==> src/shared/ptap_consts.svh <==
// Constants for the program trace atom packer
`ifndef PTAP_CONSTS_SVH
`define PTAP_CONSTS_SVH

// Register byte offsets
`define PTAP_MAIN_CONTROL_OFS 12'h000
`define PTAP_TRIGGER_EVENT_OFS 12'h008
`define PTAP_TRACE_ENABLE_EVENT_OFS 12'h020
`define PTAP_TRACE_ENABLE_CONTROL_OFS 12'h024
`define PTAP_TIMESTAMP_EVENT_OFS 12'h0f8
`define PTAP_TRACE_SOURCE_ID_OFS 12'h200
`define PTAP_TRACE_SPACE_END 12'h300
`define PTAP_SAVE_LOCK_ACCESS_OFS 12'h300
`define PTAP_SAVE_LOCK_STATUS_OFS 12'h304
`define PTAP_SAVE_RESTORE_SEQ_OFS 12'h308
`define PTAP_POWER_DOWN_STATUS_OFS 12'h314
`define PTAP_INTEGRATION_MODE_OFS 12'hf00
`define PTAP_LOCK_ACCESS_OFS 12'hfb0
`define PTAP_LOCK_STATUS_OFS 12'hfb4
`define PTAP_AUTH_STATUS_OFS 12'hfb8
`define PTAP_DEVICE_CONFIG_ID_OFS 12'hfc8

// Main control fields
`define PTAP_MC_POWER_DOWN 0
`define PTAP_MC_BRANCH_BCAST 8
`define PTAP_MC_PROGRAMMING 10
`define PTAP_MC_CYCLE_ACC 12
`define PTAP_MC_TIMESTAMP 28
`define PTAP_MC_RESET 32'h0000_0401
// Bits of main control still writable while powered down
`define PTAP_MC_PD_MASK 32'h0000_0401

// Lock key and reset values
`define PTAP_UNLOCK_KEY 32'hc5ac_ce55
`define PTAP_SW_LOCK_RESET 1'b1
`define PTAP_SAVE_LOCK_RESET 1'b1
`define PTAP_LOCK_STATUS_IMPL 32'h0000_0001

// Packet encoding
`define PTAP_MAX_ATOMS 3'h5
`define PTAP_CA_MARK 8'h80
`define PTAP_BRANCH_HDR 8'h40
`define PTAP_PKT_BYTES 5
`define PTAP_ADDR_W 12

`endif

==> src/shared/ptap_pkg.sv <==
// Types for the program trace atom packer
package ptap_pkg;

    typedef enum logic [2:0]
    {
        ptap_cls_trace,
        ptap_cls_rsvd_trace,
        ptap_cls_save_lock,
        ptap_cls_ident,
        ptap_cls_lock_access,
        ptap_cls_unp_mgmt,
        ptap_cls_rsvd_mgmt
    } ptap_class_t;

    typedef enum logic [1:0]
    {
        ptap_bus_idle,
        ptap_bus_wait,
        ptap_bus_err
    } ptap_bus_t;

endpackage : ptap_pkg

==> src/logic/ptap_top.sv <==
// Program trace atom packer with gated register access
//
// Implementation choices: the AHB-Lite interface to the registers and the placing of the registers.
`timescale 1ns/1ps
`include "ptap_consts.svh"

module ptap_top #(
    parameter logic [31:0] DEVICE_CONFIG_ID = 32'h0000_0000, // Arbitrary value
    parameter logic [31:0] AUTH_STATUS = 32'h0000_0000 // Arbitrary value
) (
    input wire logic hclk,
    input wire logic hresetn,
    input wire logic hsel,
    input wire logic [31:0] haddr,
    input wire logic [1:0] htrans,
    input wire logic hwrite,
    input wire logic [2:0] hsize,
    input wire logic [31:0] hwdata,
    input wire logic hready,
    output logic hreadyout,
    output logic hresp,
    output logic [31:0] hrdata,
    input wire logic debug_power_up,
    input wire logic core_power_up,
    input wire logic software_debug_enable,
    input wire logic cpu_privileged,
    input wire logic trace_access_enable,
    input wire logic cp_req,
    input wire logic cp_write,
    input wire logic [11:0] cp_addr,
    input wire logic [31:0] cp_wdata,
    output logic cp_done,
    output logic cp_err,
    output logic cp_impossible,
    output logic [31:0] cp_rdata,
    input wire logic commit_valid,
    input wire logic commit_is_isb,
    input wire logic commit_taken,
    input wire logic [31:0] commit_target,
    input wire logic flush_req,
    output logic commit_ready,
    output logic trace_valid,
    output logic [7:0] trace_data
);

    // ------------------------------------------------------------
    // Helper functions
    // ------------------------------------------------------------
    function automatic ptap_pkg::ptap_class_t classify(input logic [11:0] a);
        ptap_pkg::ptap_class_t c;
        if (a == `PTAP_MAIN_CONTROL_OFS || a == `PTAP_TRIGGER_EVENT_OFS ||
            a == `PTAP_TRACE_ENABLE_EVENT_OFS || a == `PTAP_TRACE_ENABLE_CONTROL_OFS ||
            a == `PTAP_TIMESTAMP_EVENT_OFS || a == `PTAP_TRACE_SOURCE_ID_OFS)
            c = ptap_pkg::ptap_cls_trace;
        else if (a < `PTAP_TRACE_SPACE_END)
            c = ptap_pkg::ptap_cls_rsvd_trace;
        else if (a == `PTAP_SAVE_LOCK_ACCESS_OFS || a == `PTAP_SAVE_LOCK_STATUS_OFS)
            c = ptap_pkg::ptap_cls_save_lock;
        else if (a == `PTAP_DEVICE_CONFIG_ID_OFS || a == `PTAP_AUTH_STATUS_OFS)
            c = ptap_pkg::ptap_cls_ident;
        else if (a == `PTAP_LOCK_ACCESS_OFS)
            c = ptap_pkg::ptap_cls_lock_access;
        else if (a == `PTAP_LOCK_STATUS_OFS || a == `PTAP_POWER_DOWN_STATUS_OFS ||
                 a == `PTAP_SAVE_RESTORE_SEQ_OFS || a == `PTAP_INTEGRATION_MODE_OFS)
            c = ptap_pkg::ptap_cls_unp_mgmt;
        else
            c = ptap_pkg::ptap_cls_rsvd_mgmt;
        return c;
    endfunction : classify

    // ------------------------------------------------------------
    // Register state
    // ------------------------------------------------------------
    logic [31:0] main_control_ff;
    logic [31:0] trigger_event_ff;
    logic [31:0] trace_enable_event_ff;
    logic [31:0] trace_enable_control_ff;
    logic [31:0] timestamp_event_ff;
    logic [31:0] trace_source_id_ff;
    logic [31:0] integration_mode_ff;
    logic sw_lock_ff;
    logic save_lock_ff;
    logic pd_sticky_ff;

    function automatic logic [31:0] read_reg(input logic [11:0] a);
        logic [31:0] v;
        v = 32'h0;
        if (a == `PTAP_MAIN_CONTROL_OFS) v = main_control_ff;
        else if (a == `PTAP_TRIGGER_EVENT_OFS) v = trigger_event_ff;
        else if (a == `PTAP_TRACE_ENABLE_EVENT_OFS) v = trace_enable_event_ff;
        else if (a == `PTAP_TRACE_ENABLE_CONTROL_OFS) v = trace_enable_control_ff;
        else if (a == `PTAP_TIMESTAMP_EVENT_OFS) v = timestamp_event_ff;
        else if (a == `PTAP_TRACE_SOURCE_ID_OFS) v = trace_source_id_ff;
        else if (a == `PTAP_SAVE_LOCK_STATUS_OFS) v = {31'h0, save_lock_ff};
        else if (a == `PTAP_POWER_DOWN_STATUS_OFS) v = {31'h0, pd_sticky_ff};
        else if (a == `PTAP_INTEGRATION_MODE_OFS) v = integration_mode_ff;
        else if (a == `PTAP_LOCK_STATUS_OFS) v = `PTAP_LOCK_STATUS_IMPL | {30'h0, sw_lock_ff, 1'b0};
        else if (a == `PTAP_AUTH_STATUS_OFS) v = AUTH_STATUS;
        else if (a == `PTAP_DEVICE_CONFIG_ID_OFS) v = DEVICE_CONFIG_ID;
        return v;
    endfunction : read_reg

    // ------------------------------------------------------------
    // AHB-Lite slave
    // ------------------------------------------------------------
    ptap_pkg::ptap_bus_t bus_state_ff;
    logic [11:0] bus_addr_ff;
    logic bus_write_ff;
    logic hreadyout_ff;
    logic hresp_ff;
    logic [31:0] hrdata_ff;
    logic bus_accept;
    logic bus_no_power;
    logic bus_done;
    ptap_pkg::ptap_class_t bus_cls;

    assign bus_accept = hsel && htrans[1] && hready;
    assign bus_no_power = !debug_power_up || !software_debug_enable;
    assign bus_cls = classify(bus_addr_ff);
    assign bus_done = (bus_state_ff == ptap_pkg::ptap_bus_wait) && !bus_no_power;

    always_ff @(posedge hclk or negedge hresetn)
    begin
        if (!hresetn)
        begin
            bus_state_ff <= ptap_pkg::ptap_bus_idle;
            bus_addr_ff <= 12'h0;
            bus_write_ff <= 1'b0;
            hreadyout_ff <= 1'b1;
            hresp_ff <= 1'b0;
            hrdata_ff <= 32'h0;
        end
        else
        begin
            case (bus_state_ff)
                ptap_pkg::ptap_bus_idle:
                begin
                    hresp_ff <= 1'b0;
                    if (bus_accept)
                    begin
                        bus_addr_ff <= {haddr[11:2], 2'b00};
                        bus_write_ff <= hwrite;
                        hreadyout_ff <= 1'b0;
                        bus_state_ff <= ptap_pkg::ptap_bus_wait;
                    end
                end
                ptap_pkg::ptap_bus_wait:
                begin
                    if (bus_no_power)
                    begin
                        hresp_ff <= 1'b1;
                        bus_state_ff <= ptap_pkg::ptap_bus_err;
                    end
                    else
                    begin
                        hreadyout_ff <= 1'b1;
                        hrdata_ff <= bus_write_ff ? 32'h0 : read_reg(bus_addr_ff);
                        bus_state_ff <= ptap_pkg::ptap_bus_idle;
                    end
                end
                default:
                begin
                    hreadyout_ff <= 1'b1;
                    bus_state_ff <= ptap_pkg::ptap_bus_idle;
                end
            endcase
        end
    end

    // ------------------------------------------------------------
    // Coprocessor path
    // ------------------------------------------------------------
    logic cp_nonpriv;
    logic cp_ok;
    ptap_pkg::ptap_class_t cp_cls;
    logic cp_done_ff;
    logic cp_err_ff;
    logic cp_impossible_ff;
    logic [31:0] cp_rdata_ff;

    assign cp_cls = classify({cp_addr[11:2], 2'b00});
    // Debug power is not looked at here, so state survives partial power-down
    assign cp_nonpriv = !cpu_privileged && !trace_access_enable;
    assign cp_ok = cp_req && core_power_up && !cp_nonpriv;

    always_ff @(posedge hclk or negedge hresetn)
    begin
        if (!hresetn)
        begin
            cp_done_ff <= 1'b0;
            cp_err_ff <= 1'b0;
            cp_impossible_ff <= 1'b0;
            cp_rdata_ff <= 32'h0;
        end
        else
        begin
            cp_done_ff <= cp_req;
            cp_impossible_ff <= cp_req && !core_power_up;
            cp_err_ff <= cp_req && core_power_up && cp_nonpriv;
            if (cp_ok && !cp_write && (cp_cls == ptap_pkg::ptap_cls_trace ||
                cp_cls == ptap_pkg::ptap_cls_save_lock || cp_cls == ptap_pkg::ptap_cls_ident))
                cp_rdata_ff <= read_reg({cp_addr[11:2], 2'b00});
            else
                cp_rdata_ff <= 32'h0;
        end
    end

    // ------------------------------------------------------------
    // Register writes
    // ------------------------------------------------------------
    logic wr_en;
    logic [11:0] wr_addr;
    logic [31:0] wr_data;
    ptap_pkg::ptap_class_t wr_cls;
    logic wr_from_bus;
    logic trace_wr_ok;

    // Bus wins a same-cycle clash; coprocessor writes to the lock register never land
    always_comb
    begin
        wr_from_bus = bus_done && bus_write_ff;
        wr_en = 1'b0;
        wr_addr = bus_addr_ff;
        wr_data = hwdata;
        if (wr_from_bus)
        begin
            // Protected registers ignore writes under the software lock
            wr_en = !(sw_lock_ff && (bus_cls == ptap_pkg::ptap_cls_trace ||
                      bus_addr_ff == `PTAP_SAVE_LOCK_ACCESS_OFS ||
                      bus_cls == ptap_pkg::ptap_cls_unp_mgmt));
        end
        else if (cp_ok && cp_write && cp_cls != ptap_pkg::ptap_cls_lock_access)
        begin
            wr_en = 1'b1;
            wr_addr = {cp_addr[11:2], 2'b00};
            wr_data = cp_wdata;
        end
    end

    assign wr_cls = classify(wr_addr);
    assign trace_wr_ok = save_lock_ff || !main_control_ff[`PTAP_MC_POWER_DOWN];

    always_ff @(posedge hclk or negedge hresetn)
    begin
        if (!hresetn)
        begin
            main_control_ff <= `PTAP_MC_RESET;
            trigger_event_ff <= 32'h0;
            trace_enable_event_ff <= 32'h0;
            trace_enable_control_ff <= 32'h0;
            timestamp_event_ff <= 32'h0;
            trace_source_id_ff <= 32'h0;
        end
        else if (wr_en && wr_cls == ptap_pkg::ptap_cls_trace)
        begin
            if (wr_addr == `PTAP_MAIN_CONTROL_OFS)
            begin
                if (trace_wr_ok)
                    main_control_ff <= wr_data;
                else
                    main_control_ff <= (main_control_ff & ~`PTAP_MC_PD_MASK) | (wr_data & `PTAP_MC_PD_MASK);
            end
            else if (trace_wr_ok)
            begin
                if (wr_addr == `PTAP_TRIGGER_EVENT_OFS) trigger_event_ff <= wr_data;
                if (wr_addr == `PTAP_TRACE_ENABLE_EVENT_OFS) trace_enable_event_ff <= wr_data;
                if (wr_addr == `PTAP_TRACE_ENABLE_CONTROL_OFS) trace_enable_control_ff <= wr_data;
                if (wr_addr == `PTAP_TIMESTAMP_EVENT_OFS) timestamp_event_ff <= wr_data;
                if (wr_addr == `PTAP_TRACE_SOURCE_ID_OFS) trace_source_id_ff <= wr_data;
            end
        end
    end

    always_ff @(posedge hclk or negedge hresetn)
    begin
        if (!hresetn)
        begin
            sw_lock_ff <= `PTAP_SW_LOCK_RESET;
            save_lock_ff <= `PTAP_SAVE_LOCK_RESET;
            integration_mode_ff <= 32'h0;
        end
        else if (wr_en)
        begin
            if (wr_from_bus && wr_addr == `PTAP_LOCK_ACCESS_OFS)
                sw_lock_ff <= (wr_data != `PTAP_UNLOCK_KEY);
            if (wr_addr == `PTAP_SAVE_LOCK_ACCESS_OFS)
                save_lock_ff <= (wr_data == `PTAP_UNLOCK_KEY);
            if (wr_from_bus && wr_addr == `PTAP_INTEGRATION_MODE_OFS)
                integration_mode_ff <= wr_data;
        end
    end

    // Sticky power-down: a new power loss beats a clearing read
    always_ff @(posedge hclk or negedge hresetn)
    begin
        if (!hresetn)
            pd_sticky_ff <= 1'b1;
        else if (!core_power_up)
            pd_sticky_ff <= 1'b1;
        else if (bus_done && !bus_write_ff && bus_addr_ff == `PTAP_POWER_DOWN_STATUS_OFS && !sw_lock_ff)
            pd_sticky_ff <= 1'b0;
    end

    // ------------------------------------------------------------
    // Atom packer
    // ------------------------------------------------------------
    logic tracing;
    logic cyc_acc;
    logic [4:0] atoms_ff;
    logic [2:0] atom_cnt_ff;
    logic [31:0] cyc_cnt_ff;
    logic branch_pend_ff;
    logic [31:0] branch_addr_ff;
    logic flush_pend_ff;
    logic [7:0] out_buf_ff [`PTAP_PKT_BYTES];
    logic [2:0] out_len_ff;
    logic [2:0] out_idx_ff;
    logic commit_ready_ff;
    logic trace_valid_ff;
    logic [7:0] trace_data_ff;
    logic commit_take;
    logic out_idle;

    assign tracing = !main_control_ff[`PTAP_MC_POWER_DOWN] && !main_control_ff[`PTAP_MC_PROGRAMMING];
    assign cyc_acc = main_control_ff[`PTAP_MC_CYCLE_ACC];
    assign commit_take = commit_valid && commit_ready_ff && tracing;
    assign out_idle = (out_len_ff == 3'h0);

    // Normal atom header: marker bit just above the last atom, bit 7 clear
    function automatic logic [7:0] atom_hdr(input logic [4:0] a, input logic [2:0] n);
        logic [7:0] h;
        h = {3'b000, a} & ((8'h1 << n) - 8'h1);
        h = h | (8'h1 << n);
        return h;
    endfunction : atom_hdr

    always_ff @(posedge hclk or negedge hresetn)
    begin
        if (!hresetn)
        begin
            atoms_ff <= 5'h0;
            atom_cnt_ff <= 3'h0;
            cyc_cnt_ff <= 32'h0;
            branch_pend_ff <= 1'b0;
            branch_addr_ff <= 32'h0;
            flush_pend_ff <= 1'b0;
            out_len_ff <= 3'h0;
            out_idx_ff <= 3'h0;
            for (int i = 0; i < `PTAP_PKT_BYTES; i++)
                out_buf_ff[i] <= 8'h0;
        end
        else
        begin
            if (cyc_acc && tracing && cyc_cnt_ff != 32'hffff_ffff)
                cyc_cnt_ff <= cyc_cnt_ff + 32'h1;
            if (flush_req)
                flush_pend_ff <= 1'b1;
            if (!out_idle)
            begin
                out_idx_ff <= out_idx_ff + 3'h1;
                out_len_ff <= out_len_ff - 3'h1;
            end
            else if (branch_pend_ff || (flush_pend_ff && atom_cnt_ff != 3'h0))
            begin
                out_idx_ff <= 3'h0;
                if (atom_cnt_ff != 3'h0)
                begin
                    out_buf_ff[0] <= atom_hdr(atoms_ff, atom_cnt_ff);
                    out_len_ff <= 3'h1;
                    atom_cnt_ff <= 3'h0;
                    atoms_ff <= 5'h0;
                end
                else
                begin
                    out_buf_ff[0] <= `PTAP_BRANCH_HDR;
                    for (int i = 1; i < `PTAP_PKT_BYTES; i++)
                        out_buf_ff[i] <= branch_addr_ff[8*(i-1) +: 8];
                    out_len_ff <= 3'(`PTAP_PKT_BYTES);
                    branch_pend_ff <= 1'b0;
                end
            end
            else
            begin
                if (flush_pend_ff && !flush_req)
                    flush_pend_ff <= 1'b0;
                if (commit_take)
                begin
                    out_idx_ff <= 3'h0;
                    if (commit_is_isb && commit_taken && main_control_ff[`PTAP_MC_BRANCH_BCAST])
                    begin
                        branch_pend_ff <= 1'b1;
                        branch_addr_ff <= commit_target;
                    end
                    else if (cyc_acc)
                    begin
                        // One atom plus its cycle count, seven count bits per extension
                        out_buf_ff[0] <= `PTAP_CA_MARK | {1'b0, cyc_cnt_ff[31:5] != 27'h0, cyc_cnt_ff[4:0],
                                         commit_taken};
                        out_len_ff <= 3'h1;
                        for (int i = 1; i < `PTAP_PKT_BYTES; i++)
                        begin
                            out_buf_ff[i] <= {(cyc_cnt_ff >> (5 + 7 * i)) != 32'h0,
                                              7'(cyc_cnt_ff >> (5 + 7 * (i - 1)))};
                            if ((cyc_cnt_ff >> (5 + 7 * (i - 1))) != 32'h0)
                                out_len_ff <= 3'(i + 1);
                        end
                        cyc_cnt_ff <= 32'h0;
                    end
                    else if (atom_cnt_ff == `PTAP_MAX_ATOMS - 3'h1)
                    begin
                        out_buf_ff[0] <= atom_hdr(atoms_ff | ({4'h0, commit_taken} << atom_cnt_ff),
                                                  `PTAP_MAX_ATOMS);
                        out_len_ff <= 3'h1;
                        atom_cnt_ff <= 3'h0;
                        atoms_ff <= 5'h0;
                    end
                    else
                    begin
                        atoms_ff <= atoms_ff | ({4'h0, commit_taken} << atom_cnt_ff);
                        atom_cnt_ff <= atom_cnt_ff + 3'h1;
                    end
                end
            end
        end
    end

    // ------------------------------------------------------------
    // Stream output
    // ------------------------------------------------------------
    always_ff @(posedge hclk or negedge hresetn)
    begin
        if (!hresetn)
        begin
            trace_valid_ff <= 1'b0;
            trace_data_ff <= 8'h0;
            commit_ready_ff <= 1'b0;
        end
        else
        begin
            trace_valid_ff <= !out_idle;
            trace_data_ff <= out_idle ? 8'h0 : out_buf_ff[out_idx_ff];
            // Conservative: stalls a cycle after each accepted commit so packets never overlap
            commit_ready_ff <= out_idle && !branch_pend_ff && !flush_pend_ff && !commit_take && !flush_req;
        end
    end

    assign hreadyout = hreadyout_ff;
    assign hresp = hresp_ff;
    assign hrdata = hrdata_ff;
    assign cp_done = cp_done_ff;
    assign cp_err = cp_err_ff;
    assign cp_impossible = cp_impossible_ff;
    assign cp_rdata = cp_rdata_ff;
    assign commit_ready = commit_ready_ff;
    assign trace_valid = trace_valid_ff;
    assign trace_data = trace_data_ff;

endmodule : ptap_top

==> config.mk <==
export PLATFORM = sky130hd
export DESIGN_NAME = ptap_top
export DESIGN_NICKNAME = d
export VERILOG_FILES = /design/src/shared/ptap_pkg.sv /design/src/logic/ptap_top.sv
export VERILOG_INCLUDE_DIRS = /design/src /design/src/shared
export SDC_FILE = /design/constraint.sdc
export NUM_CORES = 1
export LEC_CHECK = 0
export ABC_AREA = 0
export BUFFER_PORTS_ARGS = -buffer_cell sky130_fd_sc_hd__buf_4
export CORE_ASPECT_RATIO = 0.5
export CORE_UTILIZATION = 55
export CTS_BUF_LIST = sky130_fd_sc_hd__clkbuf_2 sky130_fd_sc_hd__clkbuf_4 sky130_fd_sc_hd__clkbuf_8
export DETAILED_ROUTE_END_ITERATION = 16
export HOLD_SLACK_MARGIN = 0.03
export PLACE_DENSITY = 0.78
export SLEW_MARGIN = 20
export SYNTH_ARGS = -nofsm -noshare
export SYNTH_HDL_FRONTEND = slang
export SYNTH_SLANG_ARGS = --single-unit
==> constraint.sdc <==
create_clock -name hclk -period 2.8 [get_ports hclk]
set_input_delay 0.56 -clock hclk [delete_from_list [all_inputs] [get_ports hclk]]
set_output_delay 0.56 -clock hclk [all_outputs]
set_load 0.03 [all_outputs]
==> impl_metrics.yaml <==
finish:
  fillers: 2996
  area_delta_synth_final_pct: 20.7
  antennaDiodeCount: 0
  final_util: 0.678
  layout.nets: 2469
  final_cells: 2875
  drive_above_1_share: 0.321
routing:
  routed_wl_mm: 68.1
  avgRoutedWirePerCell_um: 23.7
  vias: 18800
  viasPerCell: 6.55
  drcViolationCount: 0
  postRouteAntennaNets: 0
  drt_pass1_iterations: 8
  drtIter0Drc: 2644
floorplan:
  die-area_mm2: 0.0409
  pin_count: 240
  coreArea_mm2: 0.0392
  dieHeight_um: 143
  die_w_um: 285
  rows: 51
  initial_core_util: 0.562
critical_path:
  path_delay_family: "simple AND/OR/NAND/NOR gates"
  startpoint: "bus_addr_ff[8]$_DFFE_PN0P_"
  crit_arrival_ns: 3.31
  timing.rr.start: "bus_addr_ff[8]$_DFFE_PN0P_"
  critPathRequiredTime_ns: 3.33
  slowest_delay_ns: 0.60
  critical_path_class: "reg2reg"
  cp-start-kind: "flop"
  cp_slowest_cell: "or4_4"
  crit_chain: "or4_4, nor4_4, buf_6, buf_6, a21oi_1, nand2_1, a21oi_1, o41ai_1"
  crit_buf_inv: 2
  rrSetupSlack_ns: 0.01
  endpoint_kind: "flop"
  r2r_end: "hrdata[4]$_DFFE_PN0P_"
  cp_max_fo: 19
  r2r_cells: 8
sta:
  hold_violations: 0
  period_needed_ns: 2.79
  worst_pin_slew_ns: 0.876
  finalSetupTns_ns: 0
  skew_ns: 0.0355
  slew_headroom: 0.413
  drv_slew: 0
  maxClockFrequency_mhz: 359
  setup_viol: 0
  fin_crit_sh: 0.996
clock_network:
  cts_root_buffer: "clkbuf_8"
  clkLatencyLatePin_ns: 0.66
  clockBufferDepth: 3
  clkSinkCount: 439
  clk_pin_slew_ns: 0.07
  cts_made_buffers: 61
  cts_max_level: 2
  cts_tree: "yes"
grt:
  track_usage: 0.332
  grt_max_degree: 77
  grt_pass1_wl_mm: 105
  grt_overflow: 0
  use_met3: 0.0676
  antenna_found_initial: 0
  grt.busiest_layer: "met2"
  met2_usage: 0.528
  grtUsageMet1: 0.446
  grt_pass1_vias: 18600
placement:
  io_buffers: 211
  placedCellCount: 2758
  gp_congestion: 0.931
  place.detailed.hpwl_mm: 43.7
synth:
  avgSynthCellArea_um2: 10.9
  synth_edf_count: 0
  synthFlopType: "dfrtp_1"
  synth_nets: 2193
  ys_warn_count: 0
  synth_area_leaders: "dfrtp_1, mux2_2, o21ai_0, a22oi_1, nand2_1"
  synth-seq-cells: 439
  synth_most_common_cell: "dfrtp_1"
  yosysUniqueCellTypes: 80
  synthCells: 2022
  synth_top_cell_by_area: "dfrtp_1"
  yosysSeqAreaShare: 0.499
  yosys.area.top_type_share: 0.492
  synthTopCellsByCount: "dfrtp_1, mux2_2, nand2_1"
  async_flop_share: 1.00
  netlist_area_mm2: 0.0220
power_and_ir_drop:
  p_total_mw: 15.4
  ir_drop_v: 0.000472
  powerDensity_mw_per_mm2: 579
  power_leakage_nw: 12.5
min_path:
  min_from: "cpu_privileged"
  hp-class: "in2reg"
  hold_end: "cp_err$_DFF_PN0_"
  holdPathStages: 2
run:
  cap_violations: 0
outcome:
  status: "complete, no violations"
cell type report:
cell class              instances  area [um^2]  area share
flip-flops and latches        439        11000       0.414
multi-input cells            1406        10400       0.390
repair buffers                364         3120       0.117
clock buffers                  99         1220      0.0461
well taps                     530          663      0.0250
inverters                      26         97.6     0.00367
clock inverters                11         93.8     0.00353
how the worst max path moves through the flow:
stage	end	slack (ns)	depth (start not counted)
detailed placement	cp_rdata[5]$_DFF_PN0_	-0.15	8
global placement	cp_rdata[5]$_DFF_PN0_	-0.11	8
CTS	trigger_event_ff[2]$_DFFE_PN0P_	0.01	7
floorplan	trigger_event_ff[17]$_DFFE_PN0P_	0.007	10
global route	hrdata[4]$_DFFE_PN0P_	-0.002	8
finish	hrdata[4]$_DFFE_PN0P_	0.01	8
cell usage in the layout, fill, tap and decap left out, types with 20 or more instances in the layout:
| cell type | count |
|---|---|
| a21oi_1 | 63 |
| buf_4 | 329 |
| a222oi_1 | 30 |
| clkbuf_8 | 77 |
| nand2_1 | 165 |
| o21ai_0 | 132 |
| o31ai_1 | 22 |
| nor2_1 | 108 |
| a221oi_1 | 27 |
| a22oi_1 | 85 |
| mux2i_1 | 37 |
| clkbuf_4 | 22 |
| mux2_2 | 198 |
| nor3_1 | 74 |
| buf_12 | 26 |
| mux2_1 | 35 |
| a22o_1 | 22 |
| nand3b_1 | 30 |
| inv_1 | 24 |
| mux2_4 | 30 |
| o211ai_1 | 27 |
| o22ai_1 | 31 |
| dfrtp_1 | 428 |
| a31oi_1 | 20 |
| nand3_1 | 49 |
registers in the layout (all words and copies together) (netlist names), 2 cells and up:
register	flops
out_buf_ff	40
branch_addr_ff	32
cp_rdata	32
cyc_cnt_ff	32
hrdata	32
integration_mode_ff	32
main_control_ff	32
timestamp_event_ff	32
trace_enable_control_ff	32
trace_enable_event_ff	32
trace_source_id_ff	32
trigger_event_ff	32
bus_addr_ff	10
trace_data	8
atoms_ff	5
atom_cnt_ff	3
out_idx_ff	3
out_len_ff	3
bus_state_ff	2
cell families (layout without fill, tap and decap cells):
family,count (synthesis),in the layout,synth area share
AOI/OAI and AO/OA,520,520,0.163
adders and majority gates,10,10,0.00568
buffers and inverters,177,500,0.0354
DFF,439,439,0.499
muxes,309,309,0.166
and+or+nand+nor,567,567,0.131
what timing repair did:
| action | 4_1_cts | 5_1_grt |
|---|---|---|
| pin swaps | 1 | 4 |
| hold buffers | 2 | 0 |
| setup endpoints to repair | 63 | 133 |
| hold endpoints to repair | 51 | 0 |
| gates cloned | 0 | 2 |
| resized for setup | 3 | 13 |
| buffers inserted | 0 | 3 |
metal layers:
metal	share of wire	routed length (um)	vias to the layer above
met5	0	0	-
met1	0.40	26900	9253
li1	-	-	8200
met3	0.10	7090	242
met4	0.048	3250	0
met2	0.45	30800	1126
report_power, final:
part	switching, mW	internal (mW)
Sequential	0.441	6.74
Combinational	1.64	1.17
Clock	2.55	2.85
Total	4.63	10.8
through the flow:
stage	cell area [um^2]	setup WS, ns	hold slack (ns)
5_1_grt	26600	-0.00227	0.0582
3_3_place_gp	25100	-0.113	0.456
2_1_floorplan	22000	0.00728	0.264
4_1_cts	26400	0.0100	0.0505
3_5_place_dp	25100	-0.152	0.466
6_report	26600	0.0125	0.0642
No activity file was read; power rests on OpenSTA's default activity.
